[config.mk]
export PLATFORM = sky130hd
export DESIGN_NAME = livet_top
export DESIGN_NICKNAME = d
export VERILOG_FILES = /design/src/verilog/livet_pkg.sv /design/src/verilog/livet_top.sv
export SDC_FILE = /design/constraint.sdc
export NUM_CORES = 1
export LEC_CHECK = 0
export BUFFER_PORTS_ARGS = -buffer_cell sky130_fd_sc_hd__buf_2
export CAP_MARGIN = 40
export CORE_AREA = 3 3 162 164
export DETAILED_ROUTE_END_ITERATION = 8
export DIE_AREA = 0 0 165 167
export GPL_ROUTABILITY_DRIVEN = 0
export HOLD_SLACK_MARGIN = 0.06
export PLACE_DENSITY = 0.88
export SYNTH_ARGS = -nofsm -noshare
export SYNTH_HDL_FRONTEND = slang
export SYNTH_SLANG_ARGS = --single-unit
[constraint.sdc]
create_clock -name clk -period 5.5 [get_ports clk]
set_input_delay 0.825 -clock clk [delete_from_list [all_inputs] [get_ports clk]]
set_output_delay 0.825 -clock clk [all_outputs]
set_load 0.1 [all_outputs]
[src/verilog/livet_pkg.sv]
// constants and types for the local interrupt, error and timer block
//------------------------------------------------------------
// Functional notes
// - handed to core, not accepted: status one
// - polarity zero high, one low
// - fixed level: flag set on accept, cleared by eoi
// - pins: trigger zero edge, one level, fixed only
// - smi nmi init edge, external_controller_delivery level, timer/error edge
// - mask zero accepts, mask one inhibits
// - perf delivery sets its mask, software clears
// - timer mode zero one-shot, one periodic
// - vectors 16-255 valid, 0-15 flagged illegal in fixed mode
// - vectors 16-31 are not illegal
// - any new error bit raises error interrupt
// - write before read loads latest errors
// - error bits sticky, back-to-back writes clear
// - send and receive illegal vector bits
// - reserved region access sets address error
// - extended mode: fault on nonzero or reserved
// - illegal received vector: no delivery, flag only
// - lowest priority command: redirect error, no send
// - 32-bit down counter on divided clock
// - one-shot: load, count, fire once, hold zero
// - periodic: fire, reload, keep counting
// - initial write restarts; current count read-only
// - delivery mode codes decoded
// - idle status once accepted or nothing pending
//------------------------------------------------------------
package livet_pkg;
  // source slots in the local table
  localparam int NSRC = 6;
  localparam int SRC_TIMER = 0;
  localparam int SRC_THERM = 1;
  localparam int SRC_PERF = 2;
  localparam int SRC_PIN0 = 3;
  localparam int SRC_PIN1 = 4;
  localparam int SRC_ERR = 5;
  // register regions inside the 4 KByte window
  localparam logic [11:0] REGION_MASK = 12'hFF0;
  localparam logic [NSRC-1:0][11:0] LVT_OFF = {
    12'h370, 12'h360, 12'h350, 12'h340, 12'h330, 12'h320};
  localparam logic [11:0] OFF_ESR = 12'h280;
  localparam logic [11:0] OFF_ICR = 12'h300;
  localparam logic [11:0] OFF_INIT = 12'h380;
  localparam logic [11:0] OFF_CUR = 12'h390;
  localparam logic [11:0] OFF_DIV = 12'h3E0;
  // entry field positions
  localparam int F_MODE = 8;
  localparam int F_STAT = 12;
  localparam int F_POL = 13;
  localparam int F_LIS = 14;
  localparam int F_TRIG = 15;
  localparam int F_MASK = 16;
  localparam int F_TMODE = 17;
  localparam logic ENT_MASK_RST = 1'b1;
  // delivery mode codes
  localparam logic [2:0] MODE_FIXED = 3'h0;
  localparam logic [2:0] MODE_LOWEST = 3'h1;
  localparam logic [2:0] MODE_SMI = 3'h2;
  localparam logic [2:0] MODE_NMI = 3'h4;
  localparam logic [2:0] MODE_INIT = 3'h5;
  localparam logic [2:0] MODE_EXTERNAL_CONTROLLER_DELIVERY = 3'h7;
  // error status bit positions
  localparam int E_REDIR = 4;
  localparam int E_SILL = 5;
  localparam int E_RILL = 6;
  localparam int E_ILLADR = 7;
  localparam logic [7:0] VEC_MIN_LEGAL = 8'h10;
  localparam int DIV_W = 3;
  localparam logic [31:0] CNT_ONE = 32'h1;
  // one table entry
  typedef struct packed {
    logic tmode;
    logic mask;
    logic trig;
    logic lis;
    logic pol;
    logic stat;
    logic [2:0] mode;
    logic [7:0] vec;
  } livet_entry_t;
endpackage

[src/verilog/livet_top.sv]
// local interrupt table, error status and timer for one core
`timescale 1ns/100ps
module livet_top #(
  parameter int PRESC_W = 8
) (
  input wire logic clk,
  input wire logic sys_rst,
  input wire logic ext_mode,
  input wire logic reg_wr,
  input wire logic reg_rd,
  input wire logic [11:0] reg_addr,
  input wire logic [31:0] reg_wdata,
  output logic [31:0] reg_rdata,
  output logic reg_ack,
  output logic gp_fault,
  input wire logic local_pin_zero,
  input wire logic local_pin_one,
  input wire logic thermal_evt,
  input wire logic perf_evt,
  output logic del_valid,
  output logic [7:0] del_vector,
  output logic [2:0] del_mode,
  output logic [2:0] del_src,
  input wire logic core_accept,
  input wire logic end_of_service_command,
  input wire logic [7:0] eoi_vector,
  output logic msg_valid,
  output logic [7:0] msg_vector,
  output logic [2:0] msg_mode
);
  //------------------------------------------------------------
  // state
  //------------------------------------------------------------
  typedef struct packed {
    livet_pkg::livet_entry_t [livet_pkg::NSRC-1:0] ent;
    logic [livet_pkg::NSRC-1:0] pend; // latched requests
    logic [1:0] sy0; // pin sync, first stage
    logic [1:0] sy1; // pin sync, second stage
    logic [1:0] prev; // last active level of pins
    logic dv; // delivery waiting for accept
    logic [7:0] dvec;
    logic [2:0] dmode;
    logic [2:0] dsrc;
    logic mv; // outgoing message pulse
    logic [7:0] mvec;
    logic [2:0] mmode;
    logic [31:0] message_command_register;
    logic [31:0] error_status_flags; // software-visible copy
    logic [31:0] acc; // running accumulation
    logic esr_last; // previous access was an esr write that loaded the errors
    logic [31:0] init;
    logic [31:0] cur;
    logic run;
    logic [livet_pkg::DIV_W-1:0] div;
    logic [PRESC_W-1:0] presc;
    logic ack;
    logic [31:0] rdata;
    logic gp;
  } livet_state_t;

  livet_state_t q; // registered state
  livet_state_t d; // next state
  logic [11:0] rgn; // 16-byte region of the access
  logic lvt_hit;
  logic [2:0] lvt_idx;
  logic mapped;
  logic acc_en; // any access this cycle
  logic [31:0] rd;
  logic [31:0] new_err;
  logic [livet_pkg::NSRC-1:0] raise;
  logic [PRESC_W-1:0] dmask;
  logic tick;
  logic act;
  logic lvl;
  logic found;
  logic ill;

  // pack an entry into its register word
  function automatic logic [31:0] ent_word(
    input livet_pkg::livet_entry_t e);
    logic [31:0] w;
    w = 32'(e.vec);
    w = w | (32'(e.mode) << livet_pkg::F_MODE);
    w = w | (32'(e.stat) << livet_pkg::F_STAT);
    w = w | (32'(e.pol) << livet_pkg::F_POL);
    w = w | (32'(e.lis) << livet_pkg::F_LIS);
    w = w | (32'(e.trig) << livet_pkg::F_TRIG);
    w = w | (32'(e.mask) << livet_pkg::F_MASK);
    w = w | (32'(e.tmode) << livet_pkg::F_TMODE);
    return w;
  endfunction

  //------------------------------------------------------------
  // next-state logic
  //------------------------------------------------------------
  // order matters: software first, hardware sets last so they win
  always_comb begin
    d = q;
    new_err = '0;
    raise = '0;
    rd = '0;
    lvt_hit = 1'b0;
    lvt_idx = '0;
    found = 1'b0;
    act = 1'b0;
    lvl = 1'b0;
    ill = 1'b0;
    rgn = reg_addr & livet_pkg::REGION_MASK;
    acc_en = reg_wr | reg_rd;
    d.ack = acc_en;
    d.gp = 1'b0;
    d.mv = 1'b0;
    // pins cross in through two flops
    d.sy0 = {local_pin_one, local_pin_zero};
    d.sy1 = q.sy0;
    // free-running prescaler for the timer
    d.presc = q.presc + PRESC_W'(1);
    dmask = PRESC_W'((1 << q.div) - 1);
    tick = &(q.presc | ~dmask);
    // address decode on 16-byte regions
    for (int i = 0; i < livet_pkg::NSRC; i++) begin
      if (rgn == livet_pkg::LVT_OFF[i]) begin
        lvt_hit = 1'b1;
        lvt_idx = 3'(i);
      end
    end
    mapped = lvt_hit || rgn == livet_pkg::OFF_ESR ||
      rgn == livet_pkg::OFF_ICR || rgn == livet_pkg::OFF_INIT ||
      rgn == livet_pkg::OFF_CUR || rgn == livet_pkg::OFF_DIV;
    // read mux
    if (lvt_hit) begin
      rd = ent_word(q.ent[lvt_idx]);
    end
    case (rgn)
      livet_pkg::OFF_ESR: rd = q.error_status_flags;
      livet_pkg::OFF_ICR: rd = q.message_command_register;
      livet_pkg::OFF_INIT: rd = q.init;
      livet_pkg::OFF_CUR: rd = q.cur;
      livet_pkg::OFF_DIV: rd = 32'(q.div);
      default: ;
    endcase
    if (reg_rd) begin
      d.rdata = rd;
    end
    // reserved regions
    if (acc_en && !mapped) begin
      if (ext_mode) begin
        d.gp = 1'b1;
      end else begin
        new_err[livet_pkg::E_ILLADR] = 1'b1;
      end
    end
    // any other access breaks a back-to-back esr pair
    if (acc_en) begin
      d.esr_last = 1'b0;
    end
    // table entry writes; status and in-service stay read-only
    if (reg_wr && lvt_hit) begin
      d.ent[lvt_idx].vec = reg_wdata[7:0];
      d.ent[lvt_idx].mode = reg_wdata[livet_pkg::F_MODE +: 3];
      d.ent[lvt_idx].pol = reg_wdata[livet_pkg::F_POL];
      d.ent[lvt_idx].trig = reg_wdata[livet_pkg::F_TRIG];
      d.ent[lvt_idx].mask = reg_wdata[livet_pkg::F_MASK];
      if (lvt_idx == 3'(livet_pkg::SRC_TIMER)) begin
        d.ent[lvt_idx].tmode = reg_wdata[livet_pkg::F_TMODE];
      end
    end
    // error status write
    if (reg_wr && rgn == livet_pkg::OFF_ESR) begin
      if (ext_mode && reg_wdata != '0) begin
        d.gp = 1'b1;
      end else if (q.esr_last) begin
        d.error_status_flags = '0;
        d.acc = '0;
      end else begin
        d.error_status_flags = q.acc;
        d.esr_last = 1'b1;
      end
    end
    // outgoing message command
    if (reg_wr && rgn == livet_pkg::OFF_ICR) begin
      d.message_command_register = reg_wdata;
      if (reg_wdata[livet_pkg::F_MODE +: 3] ==
          livet_pkg::MODE_LOWEST) begin
        new_err[livet_pkg::E_REDIR] = 1'b1;
      end else if (reg_wdata[livet_pkg::F_MODE +: 3] ==
          livet_pkg::MODE_FIXED &&
          reg_wdata[7:0] < livet_pkg::VEC_MIN_LEGAL) begin
        new_err[livet_pkg::E_SILL] = 1'b1;
      end else begin
        d.mv = 1'b1;
        d.mvec = reg_wdata[7:0];
        d.mmode = reg_wdata[livet_pkg::F_MODE +: 3];
      end
    end
    // divide setting
    if (reg_wr && rgn == livet_pkg::OFF_DIV) begin
      d.div = reg_wdata[livet_pkg::DIV_W-1:0];
    end
    // timer: a write to initial count restarts it; a write of zero stops it
    if (reg_wr && rgn == livet_pkg::OFF_INIT) begin
      d.init = reg_wdata;
      d.cur = reg_wdata;
      d.run = reg_wdata != '0;
    end else if (q.run && tick) begin
      if (q.cur == livet_pkg::CNT_ONE) begin
        raise[livet_pkg::SRC_TIMER] = 1'b1;
        if (q.ent[livet_pkg::SRC_TIMER].tmode) begin
          d.cur = q.init;
        end else begin
          d.cur = '0;
          d.run = 1'b0;
        end
      end else begin
        d.cur = q.cur - livet_pkg::CNT_ONE;
      end
    end
    // core takes the outstanding delivery
    if (q.dv && core_accept) begin
      d.dv = 1'b0;
      d.ent[q.dsrc].stat = 1'b0;
      if (q.dmode == livet_pkg::MODE_FIXED &&
          q.ent[q.dsrc].trig &&
          (q.dsrc == 3'(livet_pkg::SRC_PIN0) ||
           q.dsrc == 3'(livet_pkg::SRC_PIN1))) begin
        d.ent[q.dsrc].lis = 1'b1;
      end
    end
    // end of service drops matching in-service flags
    if (end_of_service_command) begin
      for (int i = 0; i < livet_pkg::NSRC; i++) begin
        if (q.ent[i].lis && q.ent[i].vec == eoi_vector) begin
          d.ent[i].lis = 1'b0;
        end
      end
    end
    // pick lowest pending source when the core link is free
    if (!q.dv) begin
      for (int i = 0; i < livet_pkg::NSRC; i++) begin
        if (q.pend[i] && !found) begin
          found = 1'b1;
          d.pend[i] = 1'b0;
          // vectors 16..31 pass; only 0..15 are refused
          ill = q.ent[i].mode == livet_pkg::MODE_FIXED &&
            q.ent[i].vec < livet_pkg::VEC_MIN_LEGAL;
          if (ill) begin
            new_err[livet_pkg::E_RILL] = 1'b1;
          end else begin
            d.dv = 1'b1;
            d.dvec = q.ent[i].vec;
            d.dmode = q.ent[i].mode;
            d.dsrc = 3'(i);
            d.ent[i].stat = 1'b1;
            if (i == livet_pkg::SRC_PERF) begin
              d.ent[i].mask = 1'b1;
            end
          end
        end
      end
    end
    // same-clock event sources, edge only
    raise[livet_pkg::SRC_THERM] = thermal_evt;
    raise[livet_pkg::SRC_PERF] = perf_evt;
    // pins: level or edge by mode and trigger bit
    for (int i = 0; i < 2; i++) begin
      act = q.sy1[i] ^ q.ent[livet_pkg::SRC_PIN0 + i].pol;
      lvl = q.ent[livet_pkg::SRC_PIN0 + i].mode ==
        livet_pkg::MODE_EXTERNAL_CONTROLLER_DELIVERY ||
        (q.ent[livet_pkg::SRC_PIN0 + i].mode ==
         livet_pkg::MODE_FIXED &&
         q.ent[livet_pkg::SRC_PIN0 + i].trig);
      d.prev[i] = act;
      if (lvl) begin
        // level holds request until serviced, not latched
        d.pend[livet_pkg::SRC_PIN0 + i] = act &&
          !q.ent[livet_pkg::SRC_PIN0 + i].mask &&
          !q.ent[livet_pkg::SRC_PIN0 + i].lis &&
          !q.ent[livet_pkg::SRC_PIN0 + i].stat &&
          !d.ent[livet_pkg::SRC_PIN0 + i].stat;
      end else begin
        raise[livet_pkg::SRC_PIN0 + i] = act && !q.prev[i];
      end
    end
    // error interrupt on any newly raised bit
    raise[livet_pkg::SRC_ERR] = |(new_err & ~q.acc);
    d.acc = d.acc | new_err;
    // latch edge events; a mask of one inhibits reception
    for (int i = 0; i < livet_pkg::NSRC; i++) begin
      if (raise[i] && !q.ent[i].mask) begin
        d.pend[i] = 1'b1;
      end
    end
    // synchronous reset: everything clear, sources masked
    if (sys_rst) begin
      d = '0;
      for (int i = 0; i < livet_pkg::NSRC; i++) begin
        d.ent[i].mask = livet_pkg::ENT_MASK_RST;
      end
    end
  end

  //------------------------------------------------------------
  // state register
  //------------------------------------------------------------
  always_ff @(posedge clk) begin
    q <= d;
  end

  // outputs straight from the state flops
  assign reg_rdata = q.rdata;
  assign reg_ack = q.ack;
  assign gp_fault = q.gp;
  assign del_valid = q.dv;
  assign del_vector = q.dvec;
  assign del_mode = q.dmode;
  assign del_src = q.dsrc;
  assign msg_valid = q.mv;
  assign msg_vector = q.mvec;
  assign msg_mode = q.mmode;

  logic esr_wr;
  logic icr_wr;
  logic init_wr;
  assign esr_wr = reg_wr && rgn == livet_pkg::OFF_ESR;
  assign icr_wr = reg_wr && rgn == livet_pkg::OFF_ICR;
  assign init_wr = reg_wr && rgn == livet_pkg::OFF_INIT;
endmodule

==> flow_metrics.tcl, run 1 <==
set metrics [dict create \
    run_status "complete, no violations" \
    setup.reg_to_reg.worst_slack_ns 2.21 \
    setup.worst_path.start_class "primary input" \
    synth_nets 2087 \
    synthXorXnorAreaFrac 0.04354 \
    cts_hold_repair.buffers 0 \
    dp_cell_count 2279 \
    vdd_ir_drop_max_v 0.0002743 \
    net_total_in_the_final_layout 2051 \
    synth_top_family_by_area "simple AND/OR/NAND/NOR gates" \
    post_synth_and_or_nand_nor_area_fraction 0.2394 \
    cts_buffer_depth 3 \
    cap_viol_max_count 0 \
    core_area_um2 25040 \
    syn_area_per_cell_um2 7.963 \
    pin_count_of_the_biggest_net_entering_global_routing 160 \
    dominantRegCellSynth "sky130_fd_sc_hd__dfxtp_1" \
    wire_per_inst_um 21.46 \
    final-seq-area_um2 6386 \
    grt_setup_unrepaired "false" \
    number_of_placed_i_o_pins 124 \
    design_power_total_mw 4.880 \
    p_comb_frac 0.071 \
    cp-startpoint "reg_addr[7]" \
    clk_root_buffer_cell "sky130_fd_sc_hd__clkbuf_16" \
    synth_cells 2021 \
    clock_latency_of_the_later_clocked_register_in_the_worst_skew_pair_ns 0.52 \
    cts_tree "done" \
    clock_sink_count 319 \
    worst_slew_pin_slew_ns 1.004 \
    setup_viol 0 \
    tritoncts.num_buffers 34 \
    cts_repair_resize_count 0 \
    dr_total_vias 15830 \
    clk_pin_slew_worst_paths_ns 0.06 \
    ys_types 77 \
    htree_num_levels 2 \
    drtAntennaViolNets 0 \
    synth_edf_count 0 \
    floorplan.rows 58 \
    globalRouteOverflowTotal 0 \
    pwr-share-seq 0.480 \
    placement.io_buffers 119 \
    multiplexer_fraction_of_the_synthesized_cell_area 0.05030 \
    postCtsSetupBuffers 0 \
    synth-compound-area-share 0.1954 \
    cp_data_arrival_time_ns 3.77 \
    rr_startpoint "q[46]" \
    yosys_register_bits 319 \
    holdCritPathClass "reg2reg" \
    gr-usage-all-layers 0.3505 \
    floorplan.die.height_um 167 \
    dp_worst_setup_slack_ns 1.773 \
    largest_fanout_of_any_net_on_the_critical_path 36 \
    worstSetupEndpointType "flip-flop" \
    yosys.area_share.adder 0.002332 \
    first_global_vias 14630 \
    die_x_um 165 \
    layout_min_cycle_time_ns 3.367 \
    nFillCells 1938 \
    dp.final_hpwl_um 33380 \
    clock_skew_ns 0.01609 \
    post_layout_nonfiller_instances 2337 \
    power.density_nw_per_um2 280.8 \
    power.switching_mw 1.222 \
    route.detailed.drc 0 \
    start_util 0.6428 \
    max_freq_mhz 297.0 \
    post_route_cells_drive_above_1_share 0.1246 \
    cellInternalPower_mw 3.658 \
    netSwitchingFraction 0.2504 \
    layout_worst_path_cycle_share 0.6122 \
    hp-start "q[238]" \
    critical_path_class "in2reg" \
    area.growth.synth_to_final_pct 7.984 \
    timing.final.ws_setup_ns 2.133 \
    synth_async_sr_flop_share 0 \
    hold_violations 0 \
    number_of_antenna_violations_at_the_first_check_in_global_routing 2 \
    power_leakage_nw 6.674 \
    critical_path_required_ns 5.90 \
    max_slew_margin 0.3304 \
    vias_per_cell 6.773 \
    synth.cell_area_um2 16090 \
    drt_pass1_iterations 7 \
    ys_seq_area_frac 0.3968 \
    design.die.area_um2 27560 \
    grt_pass1_wl_um 78380 \
    power_frac_clock 0.449 \
    detailedRoute.firstIterationViolations 2506 \
    multi_input_area_um2 8572 \
    fin_setup_tns_ns 0 \
    routed_wirelength_um 50150 \
    finalMaxSlewViolations 0 \
    synth_warnings 0 \
]
path summary, 6_finish.rpt:
check / end / cells after the start
max reg2reg: q[47] / 7
min: q[236] / 1
min reg2reg: q[236] / 1
max: q[47] / 7
cell usage after synthesis, types with 22 or more instances:
library cell	count	area share
sky130_fd_sc_hd__and2_1	34	0.013
sky130_fd_sc_hd__dfxtp_1	319	0.40
sky130_fd_sc_hd__mux2i_1	73	0.045
sky130_fd_sc_hd__buf_4	59	0.028
sky130_fd_sc_hd__and3_1	22	0.0086
sky130_fd_sc_hd__nor3_1	38	0.012
sky130_fd_sc_hd__xnor2_1	32	0.017
sky130_fd_sc_hd__xor2_1	48	0.026
sky130_fd_sc_hd__a31oi_1	24	0.0093
sky130_fd_sc_hd__a22oi_1	23	0.011
sky130_fd_sc_hd__nor2_1	126	0.029
sky130_fd_sc_hd__nand2_1	365	0.085
sky130_fd_sc_hd__a21oi_1	202	0.063
sky130_fd_sc_hd__clkbuf_1	136	0.032
sky130_fd_sc_hd__nor4_1	29	0.011
sky130_fd_sc_hd__nand3_1	96	0.030
sky130_fd_sc_hd__o21ai_0	59	0.018
per-stage QoR:
stage / utilization / cell area, µm² / hold WS (ns)
after floorplan: - / 16090 / 0.4076
after global placement: 0.6488 / 16240 / 0.4151
after detailed placement: 0.6522 / 16330 / 0.4236
after CTS: 0.6941 / 17380 / 0.4431
after global routing: 0.6942 / 17380 / 0.4581
final: 0.6942 / 17380 / 0.4467
critical path: stages:
cell,delay [ns]
sky130_fd_sc_hd__buf_2,0.59
sky130_fd_sc_hd__inv_1,0.24
sky130_fd_sc_hd__nor2_1,0.25
sky130_fd_sc_hd__nand3_2,0.67
sky130_fd_sc_hd__nand2_1,0.74
sky130_fd_sc_hd__a311oi_1,0.08
sky130_fd_sc_hd__a2111oi_0,0.35
placed cells by master, fill, tap and decap left out, types with 29 or more instances in the layout:
| master | count |
|---|---|
| sky130_fd_sc_hd__buf_2 | 118 |
| sky130_fd_sc_hd__nor3_1 | 38 |
| sky130_fd_sc_hd__dfxtp_1 | 319 |
| sky130_fd_sc_hd__a21oi_1 | 201 |
| sky130_fd_sc_hd__o21ai_0 | 59 |
| sky130_fd_sc_hd__xnor2_1 | 32 |
| sky130_fd_sc_hd__nand3_1 | 95 |
| sky130_fd_sc_hd__xor2_1 | 48 |
| sky130_fd_sc_hd__mux2i_1 | 73 |
| sky130_fd_sc_hd__buf_4 | 29 |
| sky130_fd_sc_hd__nor2_1 | 126 |
| sky130_fd_sc_hd__nand2_1 | 365 |
| sky130_fd_sc_hd__clkbuf_16 | 35 |
| sky130_fd_sc_hd__and2_1 | 34 |
logic make-up after synthesis:
family | after synthesis
AO/OA/AOI/OAI | 484
XOR/XNOR | 80
adder cells (fa/ha/maj) | 3
buffers and inverters | 242
flip-flops | 319
multiplexers | 80
AND/OR/NAND/NOR | 813
cell type report:
type	instances	area share
antenna	1	0.0001440
clock buffer	45	0.05601
clock inverter	12	0.004248
inverter	17	0.003672
multi-input combinational	1460	0.4932
sequential	319	0.3675
tap	330	0.02376
timing repair buffer	153	0.05148
layer usage:
| metal | wire, µm | GRT usage | share of wire | up-vias |
|---|---|---|---|---|
| li1 | - | - | - | 6986 |
| met1 | 19050 | 0.4764 | 0.38 | 7386 |
| met2 | 21720 | 0.5135 | 0.43 | 1241 |
| met3 | 6928 | 0.09204 | 0.14 | 213 |
| met4 | 2440 | 0.1732 | 0.049 | 2 |
| met5 | 12 | 0 | 0.00024 | - |
power by group through the flow:
stage                     Sequential, mW  Clock (mW)  Combinational [mW]
after floorplan                     2.39           0               0.256
after global placement              2.39           0               0.330
after detailed placement            2.39           0               0.336
after CTS                           2.34        2.19               0.338
after global routing                2.34        2.29               0.363
final                               2.34        2.19               0.346
No activity file was read; power rests on OpenSTA's default activity.
==> inputs of run 2 (changes only) <==
--- a/config.mk
+++ b/config.mk
@@ -7,12 +7,12 @@
 export LEC_CHECK = 0
 export BUFFER_PORTS_ARGS = -buffer_cell sky130_fd_sc_hd__buf_2
 export CAP_MARGIN = 40
-export CORE_AREA = 3 3 162 164
+export CORE_AREA = 3 3 167 169
 export DETAILED_ROUTE_END_ITERATION = 8
-export DIE_AREA = 0 0 165 167
+export DIE_AREA = 0 0 170 172
 export GPL_ROUTABILITY_DRIVEN = 0
 export HOLD_SLACK_MARGIN = 0.06
-export PLACE_DENSITY = 0.88
+export PLACE_DENSITY = 0.84
 export SYNTH_ARGS = -nofsm -noshare
 export SYNTH_HDL_FRONTEND = slang
 export SYNTH_SLANG_ARGS = --single-unit
==> constraint.sdc (replaced) <==
create_clock -name clk -period 3.4 [get_ports clk]
set_input_delay 0.51 -clock clk [delete_from_list [all_inputs] [get_ports clk]]
set_output_delay 0.51 -clock clk [all_outputs]
set_load 0.1 [all_outputs]
==> run 2 against run 1 <==
Wire length about the same; clock power is 64% higher; largest cell class unchanged; die area up 6.1%; sequential share of layout area is 0.29 points lower; sequential power up 62%; critical path type is now reg2reg; worst hold slack worse by 0.25 ns; final cell count grew 0.81%; largest power group unchanged; global-route usage down 2.0 points.
==> flow_metrics.tcl, run 2 (synthesis gave the netlist of run 1 again) <==
set metrics [dict create \
    setup_viol 0 \
    pwr-share-seq 0.476 \
    postCtsSetupBuffers 0 \
    area.growth.synth_to_final_pct 8.839 \
    critical_path_class "reg2reg" \
    design.die.area_um2 29240 \
    grt_pass1_wl_um 77960 \
    route.detailed.drc 0 \
    floorplan.rows 60 \
    cts_repair_resize_count 0 \
    drt_pass1_iterations 7 \
    gr-usage-met2 0.5010 \
    clock_latency_of_the_later_clocked_register_in_the_worst_skew_pair_ns 0.53 \
    groute.layer.met3.usage 0.07179 \
    critical_path_required_ns 3.86 \
    post_route_cells_drive_above_1_share 0.1275 \
    max_freq_mhz 357.4 \
    clock_skew_ns 0.02927 \
    clock_sink_count 319 \
    leading_cell_type_in_the_layout_fill_and_taps_excluded "sky130_fd_sc_hd__nand2_1" \
    dp.final_hpwl_um 33260 \
    vias_per_cell 6.639 \
    worst_slew_pin_slew_ns 0.9346 \
    number_of_antenna_violations_at_the_first_check_in_global_routing 0 \
    cpLargestDelayFamily "simple AND/OR/NAND/NOR gates" \
    cp_data_arrival_time_ns 3.25 \
    vdd_ir_drop_max_v 0.0003818 \
    power.density_nw_per_um2 454.5 \
    wire_per_inst_um 21.29 \
    grt_setup_unrepaired "false" \
    nFillCells 2174 \
    start_util 0.6022 \
    layout.cells.most_common_list "sky130_fd_sc_hd__nand2_1, sky130_fd_sc_hd__dfxtp_1, sky130_fd_sc_hd__a21oi_1" \
    layout_min_cycle_time_ns 2.798 \
    layout_worst_path_cycle_share 0.8229 \
    cellInternalPower_mw 6.000 \
    cts_tree "done" \
    finalMaxSlewViolations 0 \
    routed_wirelength_um 50170 \
    p_comb_frac 0.071 \
    hold_violations 0 \
    dp_worst_setup_slack_ns 0.6508 \
    global_route.usage.met1 0.4609 \
    largest_fanout_of_any_net_on_the_critical_path 10 \
    power.switching_mw 1.961 \
    setup.worst_path.start_class "flip-flop" \
    cts_hold_repair.buffers 0 \
    clk_pin_slew_worst_paths_ns 0.06 \
    antenna-diode-count 0 \
    run_status "complete, no violations" \
    first_global_vias 14140 \
    timing.final.ws_setup_ns 0.6022 \
    netSwitchingFraction 0.2463 \
    core_area_um2 26730 \
    htree_num_levels 2 \
    power_leakage_nw 6.748 \
    holdCritPathClass "in2reg" \
    pin_count_of_the_biggest_net_entering_global_routing 127 \
    power_frac_clock 0.453 \
    grt-busiest-layer "met2" \
    worstPathBufferInverterCount 0 \
    number_of_placed_i_o_pins 124 \
    cts_buffer_depth 3 \
    clk_root_buffer_cell "sky130_fd_sc_hd__clkbuf_16" \
    cp_cell_sequence "or4_1 -> o41ai_4 -> and4_1 -> a221o_1 -> a221oi_1 -> nor2_1" \
    gr-usage-all-layers 0.3300 \
    cp_slowest_cell "sky130_fd_sc_hd__o41ai_4" \
    tritoncts.num_buffers 35 \
    globalRouteOverflowTotal 0 \
    floorplan.die.height_um 172 \
    cap_viol_max_count 0 \
    detailedRoute.firstIterationViolations 2691 \
    net_total_in_the_final_layout 2063 \
    worstSetupEndpointType "flip-flop" \
    drtAntennaViolNets 0 \
    placement.io_buffers 119 \
    critical-path-max-stage-delay_ns 0.70 \
    dr_total_vias 15640 \
    fin_setup_tns_ns 0 \
    max_slew_margin 0.3758 \
    die_x_um 170 \
]
[run 2: path summary, 6_finish.rpt]
check                                    from             to  slack (ns)  cells after the start
worst max register to register      flip-flop  del_vector[4]        0.60                      6
worst max-delay path                flip-flop  del_vector[4]        0.60                      6
worst min register to register         q[239]         q[237]        0.45                      1
worst min-delay path            local_pin_one         q[239]        0.20                      2
[run 2: power by group through the flow]
stage	clock, mW	combinational (mW)	sequential [mW]
CTS	3.61	0.556	3.79
detailed placement	0	0.553	3.87
global placement	0	0.545	3.87
finish	3.60	0.568	3.79
global route	3.76	0.597	3.79
floorplan	0	0.413	3.87
[run 2: worst register-to-register path, cell delays in order (launching register included)]
cell                       delay [ns]
sky130_fd_sc_hd__dfxtp_1         0.37
sky130_fd_sc_hd__or4_1           0.59
sky130_fd_sc_hd__o41ai_4         0.70
sky130_fd_sc_hd__and4_1          0.60
sky130_fd_sc_hd__a221o_1         0.27
sky130_fd_sc_hd__a221oi_1        0.09
sky130_fd_sc_hd__nor2_1          0.12
[run 2: layout make-up]
cell class	count	area (µm²)	area share
Tap cell	341	426.7	0.02436
Multi-Input combinational cell	1460	8572	0.4894
Sequential cell	319	6386	0.3646
Inverter	17	63.81	0.003643
Timing Repair Buffer	164	1005	0.05736
Clock inverter	9	85.08	0.004857
Clock buffer	46	978.4	0.05586
[run 2: stage by stage]
stage | util | instances | cell area, µm² | hold WS (ns) | total power [mW]
after floorplan | - | 2021 | 16090 | 0.4076 | 4.287
after global placement | 0.6142 | 2299 | 16410 | 0.4169 | 4.414
after detailed placement | 0.6156 | 2301 | 16450 | 0.4223 | 4.423
after CTS | 0.6554 | 2356 | 17520 | 0.1958 | 7.959
after global routing | 0.6554 | 2356 | 17520 | 0.2332 | 8.143
final | 0.6554 | 2356 | 17520 | 0.2003 | 7.961
[run 2: layer usage]
layer | wire [µm] | vias up
li1 | - | 7014
met1 | 20110 | 7301
met2 | 21530 | 1151
met3 | 6556 | 175
met4 | 1974 | 0
met5 | 0 | -
